--- src/shared/adc_prio_pkg.sv ---
/*
  Package for the converter priority/monitor/trigger control block:
  register offsets, field positions, reset values, timing counts and carrier types.
  Assumes a 32-bit APB slave with one aligned word per register.
*/
package adc_prio_pkg;

  // Register byte offsets
  localparam logic [7:0] OFF_PRIORITY_CTRL = 8'h00;
  localparam logic [7:0] OFF_MONITOR0_CTRL = 8'h04;
  localparam logic [7:0] OFF_TRIGGER_RESET = 8'h08;
  localparam logic [7:0] OFF_MONITOR0_CMP  = 8'h0C;
  localparam logic [7:0] OFF_CLOCK_SETTING = 8'h10;
  localparam logic [7:0] OFF_RESULT_BASE   = 8'h20;
  localparam logic [7:0] OFF_RESULT_PRIO   = 8'h40;

  // Priority control fields
  localparam int PC_DONE_BIT  = 7;
  localparam int PC_BUSY_BIT  = 6;
  localparam int PC_START_BIT = 5;
  localparam int PC_CH_LSB    = 0;
  localparam int CH_W         = 4;

  // Monitor 0 fields
  localparam int M0_POL_BIT  = 5;
  localparam int M0_SEL_LSB  = 1;
  localparam int M0_SEL_W    = 4;
  localparam int M0_EN_BIT   = 0;
  localparam int M0_SEL_PRIO = 3;   // Top bit of the selector picks the priority result

  // Trigger register fields
  localparam int TR_PSRC_BIT = 7;
  localparam int TR_PEN_BIT  = 6;
  localparam int TR_NSRC_BIT = 5;
  localparam int TR_NEN_BIT  = 4;
  localparam int TR_KEY_LSB  = 0;
  localparam logic [1:0] KEY_FIRST  = 2'h2;
  localparam logic [1:0] KEY_SECOND = 2'h1;

  // Result register fields
  localparam int RES_W       = 10;
  localparam int RES_LSB     = 6;
  localparam int RES_OVR_BIT = 1;
  localparam int RES_RDY_BIT = 0;
  localparam int NUM_RESULTS = 8;

  // Reset values
  localparam logic [7:0] CLK_SETTING_RST = 8'h00;

  // Conversion time, in ns, and its length in 100 MHz cycles
  localparam int CLK_PERIOD_NS = 10;
  localparam int CONV_TIME_NS  = 1000;
  localparam int CONV_CYCLES   = (CONV_TIME_NS + CLK_PERIOD_NS - 1) / CLK_PERIOD_NS;

  // APB request carrier
  typedef struct packed {
    logic        psel;
    logic        penable;
    logic        pwrite;
    logic [7:0]  paddr;
    logic [31:0] pwdata;
  } apb_req_t;

  // Converter request and its answer
  typedef struct packed {
    logic            valid;
    logic [CH_W-1:0] channel;
  } conv_req_t;

  typedef struct packed {
    logic             valid;
    logic [RES_W-1:0] data;
  } conv_res_t;

  typedef enum { CONV_IDLE, CONV_RUN } conv_state_t;

endpackage : adc_prio_pkg

--- src/verilog/adc_conv_timer.sv ---
/*
  Conversion sequencer: models a converter that takes a fixed number of
  cycles and returns the sampled channel value.
  Assumes analog samples arrive as parallel digital words, one per channel.
*/
`timescale 1ns/100ps
`default_nettype none
module adc_conv_timer
  import adc_prio_pkg::*;
#(
  parameter int CYCLES = CONV_CYCLES
) (
  input  wire logic                         clk,
  input  wire logic                         rst,
  input  wire logic                         soft_rst,
  input  wire conv_req_t                    req,
  input  wire logic [16*RES_W-1:0]          samples,
  output logic                              busy,
  output conv_res_t                         res
);

  typedef struct packed {
    conv_state_t     st;
    logic [15:0]     cnt;
    logic [CH_W-1:0] ch;
    conv_res_t       res;
  } timer_state_t;

  timer_state_t s;
  timer_state_t next_s;

  // Count down the conversion; result strobe lasts one cycle
  always_comb begin
    next_s = s;
    next_s.res.valid = 1'b0;
    case (s.st)
      CONV_IDLE: begin
        if (req.valid) begin
          next_s.st  = CONV_RUN;
          next_s.ch  = req.channel;
          next_s.cnt = 16'(CYCLES - 1);
        end
      end
      CONV_RUN: begin
        if (s.cnt == 16'h0000) begin
          next_s.st        = CONV_IDLE;
          next_s.res.valid = 1'b1;
          next_s.res.data  = samples[s.ch*RES_W +: RES_W];
        end else begin
          next_s.cnt = s.cnt - 16'h0001;
        end
      end
      default: next_s.st = CONV_IDLE;
    endcase
    if (soft_rst) begin
      next_s = '{st: CONV_IDLE, default: '0};
    end
  end

  always_ff @(posedge clk or posedge rst) begin
    if (rst) begin
      s <= '{st: CONV_IDLE, default: '0};
    end else begin
      s <= next_s;
    end
  end

  assign busy = (s.st == CONV_RUN);
  assign res  = s.res;

endmodule : adc_conv_timer
`default_nettype wire

--- src/verilog/adc_priority_monitor_trigger_ctrl.sv ---
/*
  Priority conversion, monitor 0 and hardware trigger control with APB access.
  Assumes a single 100 MHz clock, synchronous trigger inputs, and that the
  normal conversion engine outside consumes normal_hw_start.
*/
// Functional notes
// Done flag in priority control bit 7
// Reading the done flag clears it
// Busy flag in bit 6 while converting
// Writing 1 to bit 5 starts; reads 0
// Bits 3-0 pick channel 0 to 15
// Monitor 0 enable in bit 0
// Polarity 0: interrupt when result below compare
// Polarity 1: interrupt when result above compare
// Bits 4-1 pick result 0-7 or priority
// Bit 7: priority source external or timer
// Bit 6 enables priority hardware start
// Bit 5: normal source external or timer
// Bit 4 enables normal hardware start
// Software never shares external trigger between both
// Writing 10 then 01 causes soft reset
// Soft reset keeps only the clock setting
// Overrun flag set on overwrite, read clears
// Busy falls and done sets on store
`timescale 1ns/100ps
`default_nettype none
module adc_priority_monitor_trigger_ctrl
  import adc_prio_pkg::*;
#(
  parameter int CONV_LEN = CONV_CYCLES
) (
  input  wire logic                 clk,
  input  wire logic                 rst,
  input  wire logic                 psel,
  input  wire logic                 penable,
  input  wire logic                 pwrite,
  input  wire logic [7:0]           paddr,
  input  wire logic [31:0]          pwdata,
  output logic      [31:0]          prdata,
  output logic                      pready,
  output logic                      pslverr,
  input  wire logic                 ext_trigger,
  input  wire logic                 timer_match,
  input  wire logic [16*RES_W-1:0]  analog_samples,
  input  wire logic                 normal_result_valid,
  input  wire logic [2:0]           normal_result_index,
  input  wire logic [RES_W-1:0]     normal_result_data,
  output logic                      normal_hw_start,
  output logic                      monitor0_irq,
  output logic [7:0]                converter_clock_setting
);

  typedef struct packed {
    logic [CH_W-1:0]     priority_channel_select;
    logic                priority_done_flag;
    logic                monitor0_enable;
    logic                monitor0_polarity;
    logic [M0_SEL_W-1:0] monitor0_target_select;
    logic [RES_W-1:0]    monitor0_compare;
    logic                priority_hw_source;
    logic                priority_hw_enable;
    logic                normal_hw_source;
    logic                normal_hw_enable;
    logic                key_armed;
    logic                soft_reset;
    logic [7:0]          clk_setting;
    logic [NUM_RESULTS-1:0][RES_W-1:0] result;
    logic [NUM_RESULTS-1:0] result_ready;
    logic [NUM_RESULTS-1:0] result_overrun;
    logic [RES_W-1:0]    prio_result;
    logic                prio_ready;
    logic                prio_overrun;
    logic [31:0]         rdata;
    logic                irq;
    logic                ext_q;
    logic                tmr_q;
  } ctrl_state_t;

  ctrl_state_t s;
  ctrl_state_t next_s;

  conv_req_t  conv_req;
  conv_res_t  conv_res;
  logic       conv_busy;
  logic       wr_en;
  logic       rd_en;
  logic       ext_rise;
  logic       tmr_rise;
  logic       prio_hw_fire;
  logic       sw_start;
  logic [RES_W-1:0] mon_value;
  logic       mon_fresh;

  // Pack a result word with its overrun and stored flags
  function automatic logic [31:0] result_word(input logic [RES_W-1:0] d,
                                              input logic ovr, input logic rdy);
    logic [31:0] w;
    w = '0;
    w[RES_LSB +: RES_W] = d;
    w[RES_OVR_BIT]      = ovr;
    w[RES_RDY_BIT]      = rdy;
    return w;
  endfunction : result_word

  // Every APB transfer completes in its first access cycle
  assign wr_en   = psel & penable & pwrite;
  assign rd_en   = psel & penable & ~pwrite;
  assign pready  = 1'b1;
  assign pslverr = 1'b0;

  // Trigger edges, sources chosen by the trigger register
  assign ext_rise     = ext_trigger & ~s.ext_q;
  assign tmr_rise     = timer_match & ~s.tmr_q;
  assign prio_hw_fire = s.priority_hw_enable &
                        (s.priority_hw_source ? tmr_rise : ext_rise);
  assign normal_hw_start = s.normal_hw_enable &
                           (s.normal_hw_source ? tmr_rise : ext_rise);
  assign sw_start = wr_en & (paddr == OFF_PRIORITY_CTRL) & pwdata[PC_START_BIT];

  // Starts while busy are dropped; the sequencer ignores them
  assign conv_req.valid   = (sw_start | prio_hw_fire) & ~conv_busy & ~s.soft_reset;
  assign conv_req.channel = sw_start ? pwdata[PC_CH_LSB +: CH_W]
                                     : s.priority_channel_select;

  adc_conv_timer #(
    .CYCLES (CONV_LEN)
  ) u_conv (
    .clk      (clk),
    .rst      (rst),
    .soft_rst (s.soft_reset),
    .req      (conv_req),
    .samples  (analog_samples),
    .busy     (conv_busy),
    .res      (conv_res)
  );

  // Monitor source: a freshly stored value in the selected register
  always_comb begin
    if (s.monitor0_target_select[M0_SEL_PRIO]) begin
      mon_value = conv_res.data;
      mon_fresh = conv_res.valid;
    end else begin
      mon_value = normal_result_data;
      mon_fresh = normal_result_valid &&
                  (normal_result_index == s.monitor0_target_select[2:0]);
    end
  end

  // Register file, flags and soft reset
  always_comb begin
    next_s = s;
    next_s.ext_q = ext_trigger;
    next_s.tmr_q = timer_match;
    next_s.soft_reset = 1'b0;
    next_s.irq = 1'b0;

    // Compare on each store; pulse the interrupt one cycle
    if (s.monitor0_enable && mon_fresh) begin
      if (!s.monitor0_polarity) begin
        next_s.irq = (mon_value < s.monitor0_compare);
      end else begin
        next_s.irq = (mon_value > s.monitor0_compare);
      end
    end

    // Read side effects go first so a store in the same cycle wins
    if (rd_en) begin
      case (paddr)
        OFF_PRIORITY_CTRL: next_s.priority_done_flag = 1'b0;
        OFF_RESULT_PRIO: begin
          next_s.prio_ready   = 1'b0;
          next_s.prio_overrun = 1'b0;
        end
        default: begin
          for (int i = 0; i < NUM_RESULTS; i++) begin
            if (paddr == OFF_RESULT_BASE + 8'(4 * i)) begin
              next_s.result_ready[i]   = 1'b0;
              next_s.result_overrun[i] = 1'b0;
            end
          end
        end
      endcase
    end

    // Priority result store: done flag sets as busy falls
    if (conv_res.valid) begin
      next_s.prio_result        = conv_res.data;
      next_s.prio_overrun       = s.prio_ready | s.prio_overrun;
      next_s.prio_ready         = 1'b1;
      next_s.priority_done_flag = 1'b1;
    end
    if (normal_result_valid) begin
      next_s.result[normal_result_index] = normal_result_data;
      next_s.result_overrun[normal_result_index] =
        s.result_ready[normal_result_index] | s.result_overrun[normal_result_index];
      next_s.result_ready[normal_result_index] = 1'b1;
    end

    // Writes
    if (wr_en) begin
      case (paddr)
        OFF_PRIORITY_CTRL: begin
          next_s.priority_channel_select = pwdata[PC_CH_LSB +: CH_W];
        end
        OFF_MONITOR0_CTRL: begin
          next_s.monitor0_enable        = pwdata[M0_EN_BIT];
          next_s.monitor0_target_select = pwdata[M0_SEL_LSB +: M0_SEL_W];
          next_s.monitor0_polarity      = pwdata[M0_POL_BIT];
        end
        OFF_MONITOR0_CMP: next_s.monitor0_compare = pwdata[RES_W-1:0];
        OFF_CLOCK_SETTING: next_s.clk_setting = pwdata[7:0];
        OFF_TRIGGER_RESET: begin
          next_s.priority_hw_source = pwdata[TR_PSRC_BIT];
          next_s.priority_hw_enable = pwdata[TR_PEN_BIT];
          next_s.normal_hw_source   = pwdata[TR_NSRC_BIT];
          next_s.normal_hw_enable   = pwdata[TR_NEN_BIT];
          // Key: 10 arms, 01 right after fires; anything else disarms
          next_s.key_armed  = (pwdata[TR_KEY_LSB +: 2] == KEY_FIRST);
          next_s.soft_reset = s.key_armed &&
                              (pwdata[TR_KEY_LSB +: 2] == KEY_SECOND);
        end
        default: ;
      endcase
    end

    // Read data, registered so it is stable in the access cycle
    next_s.rdata = '0;
    if (psel && !penable && !pwrite) begin
      case (paddr)
        OFF_PRIORITY_CTRL: begin
          next_s.rdata[PC_DONE_BIT] = s.priority_done_flag | conv_res.valid;
          next_s.rdata[PC_BUSY_BIT] = conv_busy;
          next_s.rdata[PC_CH_LSB +: CH_W] = s.priority_channel_select;
        end
        OFF_MONITOR0_CTRL: begin
          next_s.rdata[M0_POL_BIT]             = s.monitor0_polarity;
          next_s.rdata[M0_SEL_LSB +: M0_SEL_W] = s.monitor0_target_select;
          next_s.rdata[M0_EN_BIT]              = s.monitor0_enable;
        end
        OFF_TRIGGER_RESET: begin
          next_s.rdata[TR_PSRC_BIT] = s.priority_hw_source;
          next_s.rdata[TR_PEN_BIT]  = s.priority_hw_enable;
          next_s.rdata[TR_NSRC_BIT] = s.normal_hw_source;
          next_s.rdata[TR_NEN_BIT]  = s.normal_hw_enable;
        end
        OFF_MONITOR0_CMP:  next_s.rdata[RES_W-1:0] = s.monitor0_compare;
        OFF_CLOCK_SETTING: next_s.rdata[7:0] = s.clk_setting;
        OFF_RESULT_PRIO:
          next_s.rdata = result_word(s.prio_result, s.prio_overrun, s.prio_ready);
        default: begin
          for (int i = 0; i < NUM_RESULTS; i++) begin
            if (paddr == OFF_RESULT_BASE + 8'(4 * i)) begin
              next_s.rdata = result_word(s.result[i], s.result_overrun[i],
                                         s.result_ready[i]);
            end
          end
        end
      endcase
    end

    // Soft reset clears everything but the converter clock setting; the trigger edge history reloads from the inputs
    if (s.soft_reset) begin
      next_s = '0;
      next_s.clk_setting = s.clk_setting;
      next_s.ext_q = ext_trigger;
      next_s.tmr_q = timer_match;
    end
  end

  always_ff @(posedge clk or posedge rst) begin
    if (rst) begin
      s <= '0;
      s.clk_setting <= CLK_SETTING_RST;
    end else begin
      s <= next_s;
    end
  end

  // The start bit has no storage, so it reads 0
  assign prdata                  = s.rdata;
  assign monitor0_irq            = s.irq;
  assign converter_clock_setting = s.clk_setting;

endmodule : adc_priority_monitor_trigger_ctrl
`default_nettype wire

--- config.mk ---
export PLATFORM = sky130hd
export DESIGN_NAME = adc_priority_monitor_trigger_ctrl
export DESIGN_NICKNAME = d
export VERILOG_FILES = /design/src/shared/adc_prio_pkg.sv /design/src/verilog/adc_conv_timer.sv /design/src/verilog/adc_priority_monitor_trigger_ctrl.sv
export SDC_FILE = /design/constraint.sdc
export NUM_CORES = 1
export LEC_CHECK = 0
export ABC_AREA = 1
export BUFFER_PORTS_ARGS = -buffer_cell sky130_fd_sc_hd__buf_2
export CAP_MARGIN = 10
export CORE_MARGIN = 2
export CORE_UTILIZATION = 43
export CTS_BUF_LIST = sky130_fd_sc_hd__clkbuf_4
export CTS_CLUSTER_SIZE = 14
export DETAILED_ROUTE_END_ITERATION = 12
export GPL_ROUTABILITY_DRIVEN = 0
export PLACE_DENSITY = 0.75
export SYNTH_ARGS = -nofsm -noshare
export SYNTH_HDL_FRONTEND = slang
export SYNTH_SLANG_ARGS = --single-unit
export TNS_END_PERCENT = 100
--- constraint.sdc ---
create_clock -name clk -period 9.4 [get_ports clk]
set_clock_uncertainty 0.15 [all_clocks]
set_input_delay 1.88 -clock clk [delete_from_list [all_inputs] [get_ports clk]]
set_output_delay 1.88 -clock clk [all_outputs]
set_load 0.02 [all_outputs]
# ---- After elaboration in Yosys (flattened, before gate mapping)
# Cells that the tools add are included.
dict set report classes {
  order_cmp 4
  mul 1
  bitwise_logic 21
  shift 1
  muxes 73
  n_reduce_logical 40
  eq_ne 21
  add_sub_neg 1
  div_mod_pow 0
}
# cell n
set ops {}
lappend ops {{$mux 32} 9}
lappend ops {{$mux 178} 1}
lappend ops {{$shiftx 160x9->10} 1}
lappend ops {{$mux 96} 1}
lappend ops {{$bwmux 80} 1}
lappend ops {{$eq 8x6->1 const B} 8}
lappend ops {{$mux 16} 4}
lappend ops {{$pmux 32 s2} 1}
lappend ops {{$mux 63} 1}
lappend ops {{$mux 52} 1}
lappend ops {{$pmux 22 s2} 1}
lappend ops {{$eq 32x1->1 const B} 1}
lappend ops {{$eq 32x2->1 const B} 1}
lappend ops {{$logic_not 32->1} 1}
lappend ops {{$pmux 16 s2} 1}
lappend ops {{$demux 10 s3} 1}
lappend ops {{$mux 10} 3}
lappend ops {{$mux 30} 1}
lappend ops {{$mux 1} 27}
lappend ops {{$pmux 4 s6} 1}
lappend ops {{$mux 11} 2}
lappend ops {{$reduce_bool 2->1} 11}
lappend ops {{$reduce_and 2->1} 9}
lappend ops {{$eq 8x4->1 const B} 2}
lappend ops {{38 further kinds} 72}
dict set report word_totals {
  register_bits 241
  output_inout_bits 44
  latchBits 0
  mem_bits_ro 0
  word_cells 197
  mem_bits_rw 0
  inputBits 221
  n_memories 0
}

# ---- Depth between registers and ports, before layout
dict set report logic_depth {
  depth_word 12
  depth_mapped 14
  ltp_nobuf 13
}

# ---- Modules after synthesis
# A second synthesis with hierarchy kept.
dict set report hier_totals {
  cells_unflattened 1678
  area_unflattened_um2 11907.7
}
# mod seq_area_each_um2 area_per_inst_um2 n_inst cells_per_inst
set modules_own_cells {}
lappend modules_own_cells {adc_priority_monitor_trigger_ctrl 4053.9 8508.2 1 1054}
lappend modules_own_cells {adc_conv_timer 800.8 3399.5 1 624}

# ---- Worst setup path before layout
# No wires, ideal clock.
dict set report synth_path {
  kind {input-to-output}
  from {input ext_trigger}
  to {output normal_hw_start}
  required_ns 7.370
  arrival_time_ns 2.361
  slack_ns 5.009
  path_buffers 0
  stages 4
  path_cell_list {nand2_1 nand2_1 nand2_1 a21oi_1}
}
dict set report synth_between {
  elab_chain_len 3
}
# item line_no
set synth_rtl {}
lappend synth_rtl {{start, declared} adc_priority_monitor_trigger_ctrl.sv:42} ;# input wire logic ext_trigger,
lappend synth_rtl {{$and 1x1->1} adc_priority_monitor_trigger_ctrl.sv:112} ;# assign ext_rise = ext_trigger & ~s.ext_q;
lappend synth_rtl {{$mux 1} adc_priority_monitor_trigger_ctrl.sv:117} ;# (s.normal_hw_source ? tmr_rise : ext_rise);
lappend synth_rtl {{$and 1x1->1} adc_priority_monitor_trigger_ctrl.sv:116} ;# assign normal_hw_start = s.normal_hw_enable &
lappend synth_rtl {{end, declared} adc_priority_monitor_trigger_ctrl.sv:48} ;# output logic normal_hw_start,
# No other way between the ends.

# ---- Final worst setup path
# Ends and elaborated chain as after synthesis.

==> out/results.txt <==
Gr ovfl total: 0
Hold path cells: 2
Layout cells sized above 1: 17.8%
Most frequent cells after synthesis: o21ai_0 (270), nand2_1 (267), nor2_1 (212), dfrtp_1 (194), nand3_1 (135)
Synthesis-to-finish area growth: 11.6%
Max clock buf depth: 2
Critical path class: input port to output port
Count leader, synth: o21ai_0
DRC Markers: 0
Filler cells: 2578
CP Buf/Inv Count: 2
Flops & latches, synth: 194
Tot GR Track Use: 23.9%
Clk_lat worst skew: 620 ps
CTS Hold Bufs: 0
CTS tree: done
Largest area contributor in the netlist: dfrtp_1
Critical Path RT: 7370 ps
Pins Over Slew Limit: 0
Clock Sinks: 194
Predominant post-synthesis flop cell: dfrtp_1
Crit path DAT: 2460 ps
Post-synth EDFFs: 0
Setup tns final: 0 ps
Initial antenna violation count: 5
Register area share after synthesis: 42.7%
HP Class: flop to flop
HPWL after DPL: 24700 µm
Yosys warns: 0
Reg2Reg Depth: 4
Worst Hold Launch: s[167]$_DFFE_PP0P_
Worst-Margin Slew: 1130 ps
Placeable Area: 0.0260 mm²
Die area: 0.0278 mm²
Crit Reg-Reg Startpoint: s[151]$_DFF_PP0_
Startpoint Class: input port
Die Wd: 167 µm
Hold Path Sink: s[167]$_DFFE_PP0P_
Vias per cell: 5.50
CP peak stage delay: 190 ps
Fin. Hold Viols: 0
IO Count: 265
First-pass GRT wire length: 54000 µm
Pwr/cell area: 165 mW/mm²
Netlist cell types: 40
Hold Worst Slack: 360 ps
Syn Area/Cell: 7.30 µm²
Yosys top cell area share: 42.7%
Layout Nets: 1940
Critical path fanouts, max: 2
Worst R2R Setup Slack: 6630 ps
Worst-path clk slew: 150 ps
Routed WL per cell: 16.2 µm
Critical path launch point: ext_trigger
Total number of vias: 11300
# Max-Cap Violations: 0
Slew HR: 24.3%
Period utilization: 47.8%
CTS Buf Count: 17
Post-Syn Instances: 1558
P_leak: 6.09 nW
Vias in the first global route: 10700
Die H: 167 µm
Routed Antenna Nets: 0
FF-to-FF End: prdata[4]$_DFF_PP0_
Final Setup Violations: 0
Number of port buffers: 224
Initial Utilization: 43.8%
Htree depth: 4
Mapped Area: 0.0114 mm²
Slowest CP cell: buf_2
Fmax: 223 MHz
Synth area leaders: dfrtp_1 (43%), o21ai_0 (12%), nand2_1 (8.8%)
Routed wire length: 33400 µm
DRT Pass-1 Iters: 6
DRT iter0 DRCs: 1143
VDD IR-drop max: 0.0871 mV
Clock root cell: clkbuf_4
CP endpoint kind: output port
Outcome: finished clean
Setup Buffers After CTS: 0
Largest net degree at the start of global routing: 113
RSZ-0062 raised after global routing: no
Core Rows: 59
Fin crit period: 4490 ps
CP delay by family, top: buffers and inverters
Final Core Density: 48.8%
Async S/R FF share, synth: 100%
Resized Gates After CTS: 0
CP Cell Sequence: buf_2 > nand2_1 > nand2_1 > nand2_1 > a21oi_1 > buf_2
CP most frequent cell: nand2_1
Tot Pwr: 2.10 mW
[kinds of logic (layout without fill, tap and decap cells)]
group | Yosys count | in the layout | synth area share (%)
AO/OA/AOI/OAI | 413 | 413 | 19.6
XOR/XNOR | 4 | 4 | 0.308
adder cells (fa/ha/maj) | 11 | 11 | 1.21
buffers and inverters | 259 | 405 | 10.5
flip-flops | 194 | 194 | 42.7
other | 2 | 22 | 0.0660
AND/OR/NAND/NOR | 675 | 675 | 25.7
[stage by stage]
stage          std cells  instance area [µm²]  worst slack (ps)
2_1_floorplan       1574                11400              2090
3_3_place_gp        2024                12400              4900
3_5_place_dp        2024                12400              4890
4_1_cts             2055                12700              4890
5_1_grt             2056                12700              4860
6_report            2059                12700              4910
[routing by layer]
layer / up-vias / share of wire (%) / global-route usage (%)
li1: 5458 / - / -
met4: 4 / 2.3 / 8.02
met3: 65 / 8.1 / 4.71
met1: 5348 / 44 / 33.6
met2: 449 / 46 / 37.0
met5: - / 0.072 / 0
[report_power, final]
| group | total [mW] | internal, mW | switching [mW] |
|---|---|---|---|
| logic | 0.532 | 0.197 | 0.335 |
| registers | 1.09 | 0.991 | 0.101 |
| clock network | 0.476 | 0.182 | 0.294 |
[sequential cells by signal, summed over array words and instances (netlist names)]
signal,flops
s,137
u_conv.s,21
prdata,16
u_conv.res,11
converter_clock_setting,8
monitor0_irq,1
[cell usage in the layout, fill, tap and decap left out, types with 24 or more instances in the layout]
cell / synthesis / final
buf_2: 27 / 224
nor2_1: 212 / 212
a21oi_1: 35 / 35
inv_1: 125 / 123
nand4_1: 24 / 24
o21ai_1: 25 / 25
o211ai_1: 29 / 29
nand2_1: 267 / 267
o21ai_0: 270 / 270
nand3_1: 135 / 135
dfrtp_1: 194 / 192
o22ai_1: 43 / 43
[worst max-delay path by stage]
| stage | end | slack [ps] | depth (start not counted) |
|---|---|---|---|
| 5_1_grt | normal_hw_start | 4860 | 6 |
| 2_1_floorplan | converter_clock_setting[0]$_DFFE_PP0P_ | 2090 | 1 |
| 6_report | normal_hw_start | 4910 | 6 |
| 3_5_place_dp | normal_hw_start | 4890 | 6 |
| 3_3_place_gp | normal_hw_start | 4900 | 6 |
| 4_1_cts | normal_hw_start | 4890 | 6 |
[layout make-up]
class | count | area, µm² | share of cell area [%]
multi-input cells | 1121 | 5390 | 42.5
flip-flops and latches | 194 | 4860 | 38.3
repair buffers | 232 | 1180 | 9.31
inverters | 142 | 542 | 4.27
well taps | 335 | 419 | 3.30
clock inverters | 14 | 161 | 1.27
clock buffers | 17 | 128 | 1.01
diodes | 4 | 10.0 | 0.0789
[worst min-delay path, cell delays in order (launching register included)]
cell	delay, ps
dfrtp_1	370
nand2_1	50
o21ai_0	60
No activity file was read; power rests on OpenSTA's default activity.
